--- src/csl_pkg.sv ---
// constants, field layouts and carrier types for the charge setpoint limiter
// assumes a 100 MHz system clock and comparator outputs already in that domain
// Notes on behaviour
// - voltage strap decodes into five codes
// - strap fixes voltage ceiling, software cannot exceed
// - subtract reference offset before voltage DAC
// - request below reference programs zero output
// - over-ceiling request clamps, sets over-range flag
// - requests between reference and 2.9V accepted
// - current DAC density is request over full-scale
// - below one sixteenth full scale enters burst
// - burst pulses at one-eighth duty, gated
// - burst modulator advances about every 45ms
// - burst average current equals request
// - burst disable bit blocks burst mode
// - wake-up holds modulator at 80mA
// - charger enabled only when input above sense
// - needs 130mV headroom, pin held low until
// - below 25mV input FET turns off slowly
// - below -25mV fast off, pin low, disabled
// - adapter sense high sets mains detect
// - mains detect clears below hysteresis threshold
// - input sense over 100mV overrides charge current
// - current strap selects one of four maxima
// - external pin pulldown pauses, release resumes values
package csl_pkg;

  localparam int unsigned CLK_KHZ         = 100_000;
  localparam int unsigned BURST_BIT_MS    = 45;
  localparam int unsigned BURST_BIT_CYC   = BURST_BIT_MS * CLK_KHZ;
  localparam int unsigned STRAP_STABLE_CYC = 16;

  localparam logic [15:0] VREF_MV         = 16'h0450;  // 1104 mV
  localparam logic [15:0] VMIN_OK_MV      = 16'h0B54;  // 2900 mV
  localparam logic [15:0] VSTEP_SHIFT     = 16'h0004;  // 16 mV per code
  localparam logic [15:0] WAKE_MA         = 16'h0050;  // 80 mA

  localparam logic [15:0] VCEIL_MV [5] = '{16'h1090, 16'h10D0, 16'h1150, 16'h11A0, 16'h1580};
  localparam logic [15:0] IFS_MA   [4] = '{16'h03FF, 16'h07FE, 16'h0BFC, 16'h0FFC};

  // thermometer patterns of the strap comparators, lowest threshold in bit 0
  localparam logic [7:0] VSTRAP_PAT [5] = '{8'h00, 8'h03, 8'h0F, 8'h3F, 8'hFF};
  localparam logic [5:0] ISTRAP_PAT [4] = '{6'h00, 6'h03, 6'h0F, 6'h3F};

  localparam logic [7:0] ADDR_CTRL   = 8'h00;
  localparam logic [7:0] ADDR_VREQ   = 8'h04;
  localparam logic [7:0] ADDR_IREQ   = 8'h08;
  localparam logic [7:0] ADDR_STATUS = 8'h0C;
  localparam logic [7:0] ADDR_VDAC   = 8'h10;

  localparam int unsigned CTRL_BURST_DIS_BIT = 0;
  localparam int unsigned CTRL_WAKE_BIT      = 1;
  localparam logic [15:0] VREQ_RST = 16'h0000;
  localparam logic [15:0] IREQ_RST = 16'h0000;

  typedef struct packed {
    logic wake_up;
    logic burst_mode_disable;
  } csl_ctrl_t;

  typedef struct packed {
    logic [1:0] iceil_code;
    logic [2:0] vceil_code;
    logic       adapter_limit;
    logic       low_current_burst_mode;
    logic       mains_detected_flag;
    logic       input_supply_low_flag;
    logic       voltage_over_range;
  } csl_status_t;

endpackage : csl_pkg

--- src/charge_setpoint_limiter.sv ---
// charge setpoint limiter: strap decode, voltage clamp, delta-sigma current DAC,
// input FET and mains detect supervision, APB register access
// assumes all comparator inputs are synchronous to clk_sys_i
//
// The register offsets and the APB interface to the registers are this design's own decisions.
`timescale 1ns/1ps
`default_nettype none
module charge_setpoint_limiter
  import csl_pkg::*;
#(
  parameter int unsigned BURST_BIT_CYCLES = BURST_BIT_CYC,
  parameter int unsigned STRAP_STABLE     = STRAP_STABLE_CYC
) (
  input  wire logic        clk_sys_i,                 // system clock
  input  wire logic        rst_b_i,                   // async reset, active low
  input  wire logic        psel_i,                    // apb select
  input  wire logic        penable_i,                 // apb enable
  input  wire logic        pwrite_i,                  // apb direction
  input  wire logic [7:0]  paddr_i,                   // apb byte address
  input  wire logic [31:0] pwdata_i,                  // apb write data
  output logic      [31:0] prdata_o,                  // apb read data
  output logic             pready_o,                  // apb ready
  output logic             pslverr_o,                 // apb error
  input  wire logic [7:0]  voltage_ceiling_pin_i,     // strap comparators
  input  wire logic [5:0]  current_ceiling_pin_i,     // strap comparators
  input  wire logic        adapter_above_130mv_i,     // input minus sense > 130mV
  input  wire logic        adapter_above_25mv_i,      // input minus sense > 25mV
  input  wire logic        adapter_above_neg25mv_i,   // input minus sense > -25mV
  input  wire logic        adapter_sense_hi_i,        // above mains threshold
  input  wire logic        adapter_sense_lo_i,        // above threshold minus hyst
  input  wire logic        input_current_over_i,      // input sense > 100mV
  input  wire logic        charger_active_pin_i,      // pin level
  output logic             charger_active_pin_o,      // pin drive value
  output logic             charger_active_pin_oe_o,   // pin drive enable
  output logic             mains_detect_output_o,     // mains present
  output logic             input_fet_slow_off_o,      // slow gate turn-off
  output logic             input_fet_fast_off_o,      // fast gate turn-off
  output logic             current_set_resistor_o,    // current DAC switch
  output logic [10:0]      voltage_dac_o              // 16mV codes above reference
);

  function automatic logic [3:0] vstrap_dec(input logic [7:0] c);
    logic [3:0] r;
    r = 4'h0;
    for (int k = 0; k < 5; k++) begin
      if (c == VSTRAP_PAT[k]) r = {1'b1, 3'(k)};
    end
    return r;
  endfunction : vstrap_dec

  function automatic logic [2:0] istrap_dec(input logic [5:0] c);
    logic [2:0] r;
    r = 3'h0;
    for (int k = 0; k < 4; k++) begin
      if (c == ISTRAP_PAT[k]) r = {1'b1, 2'(k)};
    end
    return r;
  endfunction : istrap_dec

  // apb
  logic        acc_phase;
  logic        wr_en;
  logic [31:0] rd_nxt;
  logic        err_nxt;
  csl_ctrl_t   ctrl_r;
  logic [15:0] vreq_r;
  logic [15:0] ireq_r;
  csl_status_t stat;

  // straps
  logic [7:0]  vstrap_s_r;
  logic [5:0]  istrap_s_r;
  logic [7:0]  vstrap_prev_r;
  logic [5:0]  istrap_prev_r;
  logic [15:0] strap_cnt_r;
  logic [2:0]  vceil_code_r;
  logic [1:0]  iceil_code_r;
  logic [3:0]  vdec;
  logic [2:0]  idec;

  // voltage
  logic [15:0] vceil_mv;
  logic [15:0] vclamp;
  logic [15:0] vdiff;
  logic        vor_r;

  // supply supervision
  logic        chg_en_r;
  logic        mains_r;
  logic        charge_ok;

  // current dac
  logic [15:0] ifs;
  logic [15:0] ireq_eff;
  logic [15:0] ds_num;
  logic [16:0] ds_sum;
  logic [16:0] ds_acc_r;
  logic        ds_bit_r;
  logic        burst;
  logic        burst_r;
  logic [2:0]  pwm_cnt_r;
  logic [31:0] slow_cnt_r;
  logic        ds_step;

  assign acc_phase = psel_i & penable_i & pready_o;
  assign wr_en     = acc_phase & pwrite_i & ~pslverr_o;

  always_comb begin
    stat.iceil_code             = iceil_code_r;
    stat.vceil_code             = vceil_code_r;
    stat.adapter_limit          = input_current_over_i;
    stat.low_current_burst_mode = burst_r;
    stat.mains_detected_flag    = mains_r;
    stat.input_supply_low_flag  = ~chg_en_r;
    stat.voltage_over_range     = vor_r;
  end

  always_comb begin
    rd_nxt  = 32'h0000_0000;
    err_nxt = 1'b0;
    case (paddr_i)
      ADDR_CTRL:   rd_nxt = {30'h0, ctrl_r};
      ADDR_VREQ:   rd_nxt = {16'h0000, vreq_r};
      ADDR_IREQ:   rd_nxt = {16'h0000, ireq_r};
      ADDR_STATUS: rd_nxt = {22'h0, stat};
      ADDR_VDAC:   rd_nxt = {21'h0, voltage_dac_o};
      default:     err_nxt = 1'b1;
    endcase
  end

  // read data and error are captured in the setup cycle, so access is one cycle long
  always_ff @(posedge clk_sys_i or negedge rst_b_i) begin
    if (!rst_b_i) begin
      pready_o  <= 1'b0;
      pslverr_o <= 1'b0;
      prdata_o  <= 32'h0000_0000;
    end else begin
      pready_o  <= psel_i & ~penable_i;
      pslverr_o <= psel_i & ~penable_i & err_nxt;
      prdata_o  <= (psel_i & ~penable_i & ~pwrite_i) ? rd_nxt : 32'h0000_0000;
    end
  end

  always_ff @(posedge clk_sys_i or negedge rst_b_i) begin
    if (!rst_b_i) begin
      ctrl_r <= '0;
      vreq_r <= VREQ_RST;
      ireq_r <= IREQ_RST;
    end else if (wr_en) begin
      if (paddr_i == ADDR_CTRL) ctrl_r <= csl_ctrl_t'(pwdata_i[1:0]);
      if (paddr_i == ADDR_VREQ) vreq_r <= pwdata_i[15:0];
      if (paddr_i == ADDR_IREQ) ireq_r <= pwdata_i[15:0];
    end
  end

  // strap decoding: sample, then accept only a pattern that held steady
  assign vdec = vstrap_dec(vstrap_s_r);
  assign idec = istrap_dec(istrap_s_r);

  always_ff @(posedge clk_sys_i or negedge rst_b_i) begin
    if (!rst_b_i) begin
      vstrap_s_r    <= 8'h00;
      istrap_s_r    <= 6'h00;
      vstrap_prev_r <= 8'h00;
      istrap_prev_r <= 6'h00;
      strap_cnt_r   <= 16'h0000;
    end else begin
      vstrap_s_r    <= voltage_ceiling_pin_i;
      istrap_s_r    <= current_ceiling_pin_i;
      vstrap_prev_r <= vstrap_s_r;
      istrap_prev_r <= istrap_s_r;
      if (vstrap_s_r != vstrap_prev_r || istrap_s_r != istrap_prev_r ||
          !vdec[3] || !idec[2]) begin
        strap_cnt_r <= 16'h0000;
      end else if (strap_cnt_r != 16'(STRAP_STABLE)) begin
        strap_cnt_r <= strap_cnt_r + 16'h0001;
      end
    end
  end

  // reset leaves the lowest ceilings in force until a steady reading arrives
  always_ff @(posedge clk_sys_i or negedge rst_b_i) begin
    if (!rst_b_i) begin
      vceil_code_r <= 3'h0;
      iceil_code_r <= 2'h0;
    end else if (strap_cnt_r == 16'(STRAP_STABLE) && vdec[3] && idec[2]) begin
      vceil_code_r <= vdec[2:0];
      iceil_code_r <= idec[1:0];
    end
  end

  // voltage path
  assign vceil_mv = VCEIL_MV[vceil_code_r];
  assign vclamp   = (vreq_r > vceil_mv) ? vceil_mv : vreq_r;
  assign vdiff    = vclamp - VREF_MV;

  always_ff @(posedge clk_sys_i or negedge rst_b_i) begin
    if (!rst_b_i) begin
      voltage_dac_o <= 11'h000;
      vor_r         <= 1'b0;
    end else begin
      vor_r <= vreq_r > vceil_mv;
      if (vreq_r < VREF_MV) begin
        voltage_dac_o <= 11'h000;
      end else begin
        voltage_dac_o <= 11'(vdiff >> VSTEP_SHIFT);
      end
    end
  end

  // input FET and charger enable: 130mV to start, -25mV hard stop
  always_ff @(posedge clk_sys_i or negedge rst_b_i) begin
    if (!rst_b_i) begin
      chg_en_r             <= 1'b0;
      input_fet_slow_off_o <= 1'b1;
      input_fet_fast_off_o <= 1'b1;
    end else begin
      if (!adapter_above_neg25mv_i) begin
        chg_en_r <= 1'b0;
      end else if (adapter_above_130mv_i) begin
        chg_en_r <= 1'b1;
      end
      input_fet_slow_off_o <= ~adapter_above_25mv_i;
      input_fet_fast_off_o <= ~adapter_above_neg25mv_i;
    end
  end

  // pin is driven low while disabled, otherwise released to its pull-up
  always_ff @(posedge clk_sys_i or negedge rst_b_i) begin
    if (!rst_b_i) begin
      charger_active_pin_o    <= 1'b0;
      charger_active_pin_oe_o <= 1'b1;
    end else begin
      charger_active_pin_o    <= 1'b0;
      charger_active_pin_oe_o <= ~chg_en_r | ~adapter_above_neg25mv_i;
    end
  end

  always_ff @(posedge clk_sys_i or negedge rst_b_i) begin
    if (!rst_b_i) begin
      mains_r               <= 1'b0;
      mains_detect_output_o <= 1'b0;
    end else begin
      if (adapter_sense_hi_i) begin
        mains_r               <= 1'b1;
        mains_detect_output_o <= 1'b1;
      end else if (!adapter_sense_lo_i) begin
        mains_r               <= 1'b0;
        mains_detect_output_o <= 1'b0;
      end
    end
  end

  // external pulldown only pauses; stored requests stay and resume on release
  assign charge_ok = chg_en_r & charger_active_pin_i;

  // current DAC
  assign ifs      = IFS_MA[iceil_code_r];
  assign ireq_eff = ctrl_r.wake_up ? WAKE_MA :
                    (ireq_r > ifs) ? ifs : ireq_r;
  assign burst    = ~ctrl_r.burst_mode_disable &
                    ({ireq_eff, 4'h0} < {4'h0, ifs});
  // each burst pulse carries one eighth of full scale, so density scales by eight
  assign ds_num   = burst ? {ireq_eff[12:0], 3'h0} : ireq_eff;
  assign ds_sum   = ds_acc_r + {1'b0, ds_num};
  assign ds_step  = ~burst_r | (slow_cnt_r == 32'h0000_0000);

  always_ff @(posedge clk_sys_i or negedge rst_b_i) begin
    if (!rst_b_i) begin
      burst_r    <= 1'b0;
      pwm_cnt_r  <= 3'h0;
      slow_cnt_r <= 32'h0000_0000;
    end else begin
      burst_r   <= burst;
      pwm_cnt_r <= pwm_cnt_r + 3'h1;
      if (!burst_r || slow_cnt_r == 32'(BURST_BIT_CYCLES - 1)) begin
        slow_cnt_r <= 32'h0000_0000;
      end else begin
        slow_cnt_r <= slow_cnt_r + 32'h0000_0001;
      end
    end
  end

  always_ff @(posedge clk_sys_i or negedge rst_b_i) begin
    if (!rst_b_i) begin
      ds_acc_r <= 17'h00000;
      ds_bit_r <= 1'b0;
    end else if (ds_step) begin
      if (ds_sum >= {1'b0, ifs}) begin
        ds_acc_r <= ds_sum - {1'b0, ifs};
        ds_bit_r <= 1'b1;
      end else begin
        ds_acc_r <= ds_sum;
        ds_bit_r <= 1'b0;
      end
    end
  end

  // adapter limit takes precedence over the programmed current
  always_ff @(posedge clk_sys_i or negedge rst_b_i) begin
    if (!rst_b_i) begin
      current_set_resistor_o <= 1'b0;
    end else if (!charge_ok || input_current_over_i) begin
      current_set_resistor_o <= 1'b0;
    end else if (burst) begin
      current_set_resistor_o <= ds_bit_r & (pwm_cnt_r == 3'h0);
    end else begin
      current_set_resistor_o <= ds_bit_r;
    end
  end

endmodule : charge_setpoint_limiter
`default_nettype wire

--- config.mk ---
export PLATFORM = sky130hd
export DESIGN_NAME = charge_setpoint_limiter
export DESIGN_NICKNAME = d
export VERILOG_FILES = /design/src/csl_pkg.sv /design/src/charge_setpoint_limiter.sv
export SDC_FILE = /design/constraint.sdc
export NUM_CORES = 1
export LEC_CHECK = 0
export BUFFER_PORTS_ARGS = -buffer_cell sky130_fd_sc_hd__buf_4
export CAP_MARGIN = 20
export CELL_PAD_IN_SITES_DETAIL_PLACEMENT = 0
export CELL_PAD_IN_SITES_GLOBAL_PLACEMENT = 1
export CORE_ASPECT_RATIO = 0.7
export CORE_MARGIN = 8
export CORE_UTILIZATION = 43
export CTS_BUF_LIST = sky130_fd_sc_hd__clkbuf_4 sky130_fd_sc_hd__clkbuf_8 sky130_fd_sc_hd__clkbuf_16
export DETAILED_ROUTE_END_ITERATION = 8
export HOLD_SLACK_MARGIN = 0.02
export PLACE_DENSITY_LB_ADDON = 0.2
export SLEW_MARGIN = 20
export SYNTH_ARGS = -nofsm -noshare
export SYNTH_HDL_FRONTEND = slang
export SYNTH_SLANG_ARGS = --single-unit
--- constraint.sdc ---
create_clock -name clk_sys_i -period 6.99 [get_ports clk_sys_i]
set_clock_uncertainty 0.05 [all_clocks]
set_input_delay 0.3495 -clock clk_sys_i [delete_from_list [all_inputs] [get_ports clk_sys_i]]
set_output_delay 0.3495 -clock clk_sys_i [all_outputs]
set_load 0.1 [all_outputs]
==> summary.md, run 1 <==
| Metric | Value |
|---|---|
| Worst EP required | `7.28 ns` |
| Worst IR drop on VDD | `216 uV` |
| Cells after Synth | `1011` |
| Reg area | `4330 um^2` |
| Max_cap viols | `0` |
| Multi-input logic area | `5210 um^2` |
| Num CTS Buffers | `17` |
| Top post-synthesis cells by area | `dfrtp_1 43%, ha_1 5.2%, nor2_1 4.6%` |
| PD cells | `283 nW/um^2` |
| Layout cells sized above 1 | `0.190` |
| Synth cell types | `86` |
| Clock slew at the register clock pins of the worst setup and hold paths | `0.07 ns` |
| Worst Max-Slew Pin Slew | `0.832 ns` |
| Largest net degree at the start of global routing | `71` |
| GRT Overall Usage | `0.194` |
| Ys async rst share | `1.00` |
| Die Area | `28100 um^2` |
| Max Fclk | `0.152 GHz` |
| I/O pins | `117` |
| Min Clock Period, post-route | `6.60 ns` |
| Clk sinks | `173` |
| TritonRoute pass-1 iters | `5` |
| First-pass GRT wire length | `43.1 mm` |
| Vias in the first global route | `7705` |
| Avg Inst Size Synth | `9.75 um^2` |
| Diode count | `0` |
| Max clock buf depth | `2` |
| Post-synth EDFFs | `0` |
| Clock latency on the worst-skew pair | `0.43 ns` |
| CP max FO | `9` |
| DR iter-0 viols | `732` |
| DR vias | `8007` |
| Largest area contributor in the netlist | `dfrtp_1` |
| Sequential area share after synthesis | `0.440` |
| CTS tree | `yes` |
| Initial core utilization | `0.437` |
| Register bit total from synthesis | `173` |
| Layout fillers | `2089` |
| HP Class | `input pin to flop` |
| Critical path capture point type | `flop` |
| Worst hold slack | `0.0500 ns` |
| Yosys warning count | `0` |
| Die Ht | `143 um` |
| FP Rows | `46` |
| Grt ovf | `0` |
| # setup viols final | `0` |
| Period utilization | `0.944` |
| Avg Vias per Cell | `5.53` |
| Critical path type | `flop to flop` |
| CP arrival | `6.89 ns` |
| Fin. max-slew vios | `0` |
| Crit start category | `flop` |
| Outcome | `completed` |
| Die X | `197 um` |
| Slew HR | `0.445` |
| Top-area cell type share of the netlist area | `0.432` |
| Gp weighted congestion | `0.913` |
| Final Hold Viols | `0` |
| Final WL | `26.5 mm` |
| Port Buffers | `83` |
| CTS H-tree lvls | `4` |
| Cell Area, Synth | `9860 um^2` |
| Final setup TNS | `0 ns` |
| P&R area growth vs syn | `18.6%` |
| Layout net count | `1232` |
| Core Box Area | `22600 um^2` |
| Post-DP HPWL | `19.8 mm` |
| Clock Root Buffer | `clkbuf_16` |
| DRC | `0` |
| WL/cell | `18.3 um` |
| Post-route ant nets | `0` |
| Initial antenna violation count | `0` |
| Ys flop type | `dfrtp_1` |
| Leakage | `5.05 nW` |
timing repair:
item                                   in CTS  in global routing
setup buffers                               0                  2
hold buffers                               17                  0
endpoints found under the hold margin      84                  0
setup endpoints to repair                   0                 18
resized for setup                           0                  8
synth_stat cells (all sizes together), types with 5 or more instances:
cell type,n
nor4,17
o22ai,5
and3,12
or3,13
xor2,44
clkbuf,18
xnor2,32
nand2,70
or4,11
and4,5
a21o,14
buf,33
a311oi,6
o211ai,15
a211oi,9
o31ai,6
inv,40
nand3,37
dfrtp,170
nand2b,6
nor3,24
and2,5
a31oi,8
a22oi,8
a21oi,59
mux2,28
ha,41
a222oi,9
o21a,10
nor2b,7
nand4,26
o21ai,36
nor2,125
or2,5
cell families (layout without fill, tap and decap cells):
family	Yosys count	after routing	synth area share
AND/OR/NAND/NOR	375	375	0.196
AO/OA/AOI/OAI	218	218	0.156
flip-flops	173	173	0.440
buffers and inverters	92	196	0.0454
XOR/XNOR	76	76	0.0675
adder cells (fa/ha/maj)	43	43	0.0561
multiplexers	33	33	0.0396
other	1	22	0.000380
critical path, cell delays in order (launching register included):
cell	delay (ns)
dfrtp_1	0.39
or4_4	0.57
nor4_2	0.32
a21boi_1	0.18
nor2_2	0.17
nor2_1	0.06
nor2_1	0.18
ha_1	0.26
nor2b_1	0.13
a221o_2	0.44
nand2_1	0.18
o22ai_1	0.10
a21oi_1	0.21
ha_2	0.38
a21o_1	0.22
a22oi_2	0.22
o311a_4	0.25
nor2_1	0.05
xor2_1	0.17
ha_1	0.37
nand2_1	0.14
or4_1	0.52
o21a_1	0.14
o22ai_1	0.27
buf_4	0.19
nor4_1	0.05
a311oi_2	0.28
power by group:
part | switching, mW | internal [mW]
registers | 0.0539 | 1.07
logic | 0.711 | 0.457
clock network | 0.438 | 0.574
total | 1.20 | 2.10
path summary, 6_finish.rpt:
kind | startpoint | endpoint | slack [ns] | depth (start not counted)
max in group asynchronous | rst_b_i | ds_acc_r[13] | 5.27 | 3
worst max-delay path | ireq_r[15] | ds_acc_r[10] | 0.39 | 26
min in group asynchronous | rst_b_i | vstrap_s_r[5] | 0.43 | 2
worst min-delay path | adapter_sense_hi_i | mains_r | 0.05 | 2
worst min register to register | chg_en_r | charger_active_pin_oe_o | 0.38 | 1
worst max register to register | ireq_r[15] | ds_acc_r[10] | 0.39 | 26
final cells by class:
| cell class | count | share of cell area |
|---|---|---|
| multi-input cells | 767 | 0.446 |
| clock buffers | 20 | 0.0399 |
| repair buffers | 123 | 0.0830 |
| well taps | 312 | 0.0334 |
| inverters | 41 | 0.0133 |
| flip-flops and latches | 173 | 0.371 |
| clock inverters | 12 | 0.0141 |
through the flow:
step / utilization / instances / area [um^2] / setup slack (ns) / total power, mW
after floorplan: - / 1032 / 9940 / 0.890 / 1.99
after CTS: 0.516 / 1446 / 11600 / 0.136 / 3.29
after detailed placement: 0.480 / 1397 / 10800 / 0.187 / 2.26
final: 0.518 / 1448 / 11700 / 0.390 / 3.30
after global routing: 0.518 / 1448 / 11700 / -0.0188 / 3.50
after global placement: 0.480 / 1397 / 10800 / 0.251 / 2.25
cells in the final DEF, fill, tap and decap left out, types with 21 or more instances in the layout:
cell type  instances
inv_1             39
xnor2_1           32
ha_1              39
conb_1            22
dfrtp_1          170
nor2_1           121
mux2_2            28
nand4_1           23
o21ai_0           29
a21oi_1           56
buf_4            105
nand2_1           68
nor3_1            21
xor2_1            44
nand3_1           37
state kept, by name, indices dropped and copies added, names as in the netlist, 8 cells and up:
signal and flops:
vstrap_s_r 8, strap_cnt_r 16, voltage_dac_o 11, vstrap_prev_r 8, ds_acc_r 17, prdata_o 16, vreq_r 16, slow_cnt_r 32
ireq_r 16
layer usage:
| metal | part of all wire | vias up | GRT usage |
|---|---|---|---|
| met5 | 0 | - | 0 |
| met1 | 0.53 | 3904 | 0.304 |
| met2 | 0.39 | 223 | 0.259 |
| met3 | 0.069 | 16 | 0.0491 |
| li1 | - | 3864 | - |
| met4 | 0.0099 | 0 | 0.0438 |
Power figures use the tool's default switching activity.
==> inputs of run 2 (changes only) <==
--- a/config.mk
+++ b/config.mk
@@ -5,6 +5,7 @@
 export SDC_FILE = /design/constraint.sdc
 export NUM_CORES = 1
 export LEC_CHECK = 0
+export ABC_AREA = 1
 export BUFFER_PORTS_ARGS = -buffer_cell sky130_fd_sc_hd__buf_4
 export CAP_MARGIN = 20
 export CELL_PAD_IN_SITES_DETAIL_PLACEMENT = 0
==> run 2 against run 1 <==
Against the previous run: the flow now finishes with violations (hold timing); count of clock-buffer cells in the layout shrank 3; first-iteration DRC count fell by 4.0%; largest power group is now registers; hold slack got worse by 0.097 ns; register-to-register slack improved by 0.30 ns; critical path type unchanged; non-clock buffer count down 16; global-route usage is 0.14 points higher; sequential share of layout area fell by 1.7 points; via count is 19% higher; cell count up 32%.
==> summary.md, run 2 <==
| Metric | Value |
|---|---|
| Commonest non-fill, non-tap cell in the layout | `nand2_1` |
| Register bit total from synthesis | `173` |
| # setup viols final | `0` |
| Outcome | `complete, but fails checks` |
| Post-DP HPWL | `22.0 mm` |
| Worst EP required | `7.32 ns` |
| Clock latency on the worst-skew pair | `0.44 ns` |
| Top-count cell post-synth | `nand2_1` |
| Initial antenna violation count | `1` |
| Setup repair bufs after CTS | `0` |
| RSZ-0062 raised after global routing | `false` |
| Worst Max-Slew Pin Slew | `0.972 ns` |
| Max_cap viols | `0` |
| Slew HR | `0.351` |
| Top-area cell type share of the netlist area | `0.403` |
| Post-route cell area | `12200 um^2` |
| WL/cell | `15.0 um` |
| Core Box Area | `24400 um^2` |
| Ys flop type | `dfrtp_1` |
| CP arrival | `6.62 ns` |
| R2R depth | `39` |
| Total Power | `2.92 mW` |
| Commonest cells after routing, fill and taps aside | `433 x nand2_1, 214 x inv_1, 170 x dfrtp_1` |
| Worst reg2reg endpoint | `ds_acc_r[6]` |
| DR vias | `9542` |
| Die Area | `29900 um^2` |
| DP Cell Count | `1862` |
| Cell Area, Synth | `10600 um^2` |
| Diode count | `0` |
| Mux contribution to synthesized area | `0` |
| Critical path capture point type | `flop` |
| Layout net count | `1683` |
| Final WL | `28.6 mm` |
| Leakage | `6.26 nW` |
| HP Class | `input pin to async pin` |
| DR iter-0 viols | `703` |
| Largest family of logic cells by synthesized area | `simple AND/OR/NAND/NOR gates` |
| Die Ht | `147 um` |
| TritonRoute pass-1 iters | `5` |
| Layout Cells excl Fill | `1912` |
| Period utilization | `0.901` |
| Num CTS Buffers | `17` |
| Xor and xnor area share after synthesis | `0.0282` |
| Port Buffers | `83` |
| PD cells | `239 nW/um^2` |
| Largest area contributor in the netlist | `dfrtp_1` |
| Die X | `203 um` |
| Final Hold Viols | `17` |
| FP Rows | `48` |
| Worst IR drop on VDD | `187 uV` |
| DRC | `0` |
| Vias in the first global route | `9012` |
| Grt ovf | `0` |
| Avg Inst Size Synth | `7.20 um^2` |
| Initial core utilization | `0.433` |
| Post-synth EDFFs | `0` |
| Crit-path slowest cell | `dfrtp_1` |
| Largest net degree at the start of global routing | `117` |
| Ys async rst share | `1.00` |
| Placed Instance Area | `11500 um^2` |
| P&R area growth vs syn | `16.0%` |
| Post-synthesis simple-gate area fraction | `0.337` |
| Adder-Cell Fraction of Synth Area | `0.0524` |
| Regs by FF count | `slow_cnt_r x32, ds_acc_r x17` |
| Max clock buf depth | `2` |
| Worst hold slack | `-0.0473 ns` |
| Top reg by flops | `slow_cnt_r` |
| Top post-synthesis cells by area | `dfrtp_1 40%, nand2_1 15%, inv_1 7.6%` |
| CTS tree | `yes` |
| Cts hold-fix bufs | `18` |
| Final setup TNS | `0 ns` |
| Failing checks | `hold timing` |
| Synth cell types | `51` |
| Synth cell count leaders | `433 x nand2_1, 214 x inv_1, 170 x dfrtp_1, 146 x nor2_1, 108 x nand3_1` |
| Layout cells sized above 1 | `0.105` |
| Max Fclk | `0.159 GHz` |
| I/O pins | `117` |
| Yosys warning count | `0` |
| Clk sinks | `173` |
| Min Clock Period, post-route | `6.30 ns` |
| Post-CTS Resized | `0` |
| GRT Overall Usage | `0.195` |
| Clock Root Buffer | `clkbuf_16` |
| Post-route ant nets | `0` |
| First-pass GRT wire length | `47.4 mm` |
| CP max FO | `17` |
| Max reg flops | `32` |
| Critical path type | `flop to flop` |
| Layout fillers | `2502` |
| Avg Vias per Cell | `4.99` |
| Gp weighted congestion | `0.889` |
| Sequential area share after synthesis | `0.411` |
| Delay of the slowest critical-path stage | `0.49 ns` |
| FF-to-FF setup slack | `0.69 ns` |
| Cells after Synth | `1466` |
| Most used cell, CP | `nand2_1` |
| RR Startpoint | `iceil_code_r[1]` |
| CTS H-tree lvls | `4` |
| Clock slew at the register clock pins of the worst setup and hold paths | `0.07 ns` |
| Crit start category | `flop` |
| Fin. max-slew vios | `0` |
| Synth Area in Compound Gates | `0.0707` |
run 2: cell count changes after synthesis, moves of 15 or more:
cell | previous run | this run
xnor2_1 | 32 | 6
inv_1 | 39 | 214
xor2_1 | 44 | 28
nand2_1 | 68 | 433
mux2_2 | 28 | 0
o21ai_0 | 29 | 69
o211ai_1 | 15 | 0
nor2_1 | 122 | 146
nand3_1 | 37 | 108
nor3_1 | 22 | 41
a21oi_1 | 57 | 40
run 2: worst max-delay path by stage:
stage | startpoint | end | slack (ns) | depth (start not counted)
finish | iceil_code_r[1] | ds_acc_r[6] | 0.69 | 39
global route | iceil_code_r[1] | ds_acc_r[6] | 0.16 | 39
CTS | iceil_code_r[1] | ds_acc_r[6] | 0.82 | 39
detailed placement | iceil_code_r[1] | ds_acc_r[6] | 0.86 | 39
global placement | iceil_code_r[1] | ds_acc_r[6] | 0.96 | 36
floorplan | iceil_code_r[1] | ds_acc_r[9] | 2.03 | 37
run 2: cell families (layout without fill, tap and decap cells):
family,Yosys count,after routing
xor+xnor,34,34
fa+ha+maj,43,43
buf+inv,262,362
simple gates,818,818
compound gates,135,135
flops,173,173
other cells,1,22
run 2: stage by stage:
step	setup WS, ns	utilization
2_1_floorplan	2.03	-
3_3_place_gp	0.957	0.471
3_5_place_dp	0.859	0.471
4_1_cts	0.824	0.502
5_1_grt	0.164	0.502
6_report	0.691	0.502
run 2: where the power goes:
group	switching, mW	internal, mW
sequential	0.0651	1.08
clock	0.461	0.473
combinational	0.574	0.268
total	1.10	1.82
run 2: worst max-delay path, delay by kind of cell (launching register included):
kind / cells / cell delay (ns)
and+or+nand+nor: 25 / 3.05
AOI/OAI and AO/OA: 1 / 0.22
xor gates and xnor gates: 1 / 0.27
buffers and inverters: 7 / 0.78
adders and majority gates: 5 / 1.39
DFF: 1 / 0.49
run 2: area by class of cell:
cell class	count	area, um^2	area share
multi-input combinational	1052	5240	0.428
sequential	173	4330	0.354
timing repair buffer	107	855	0.0698
inverter	223	837	0.0684
clock buffer	17	425	0.0347
tap	325	407	0.0332
clock inverter	15	151	0.0124
run 2: routing by layer:
layer  up-vias  share of wire  global-route usage
met5         -        0.00045                   0
met4         2          0.012              0.0445
met3        22          0.062              0.0414
met2       250           0.40               0.274
met1      4426           0.52               0.300
li1       4842              -                   -
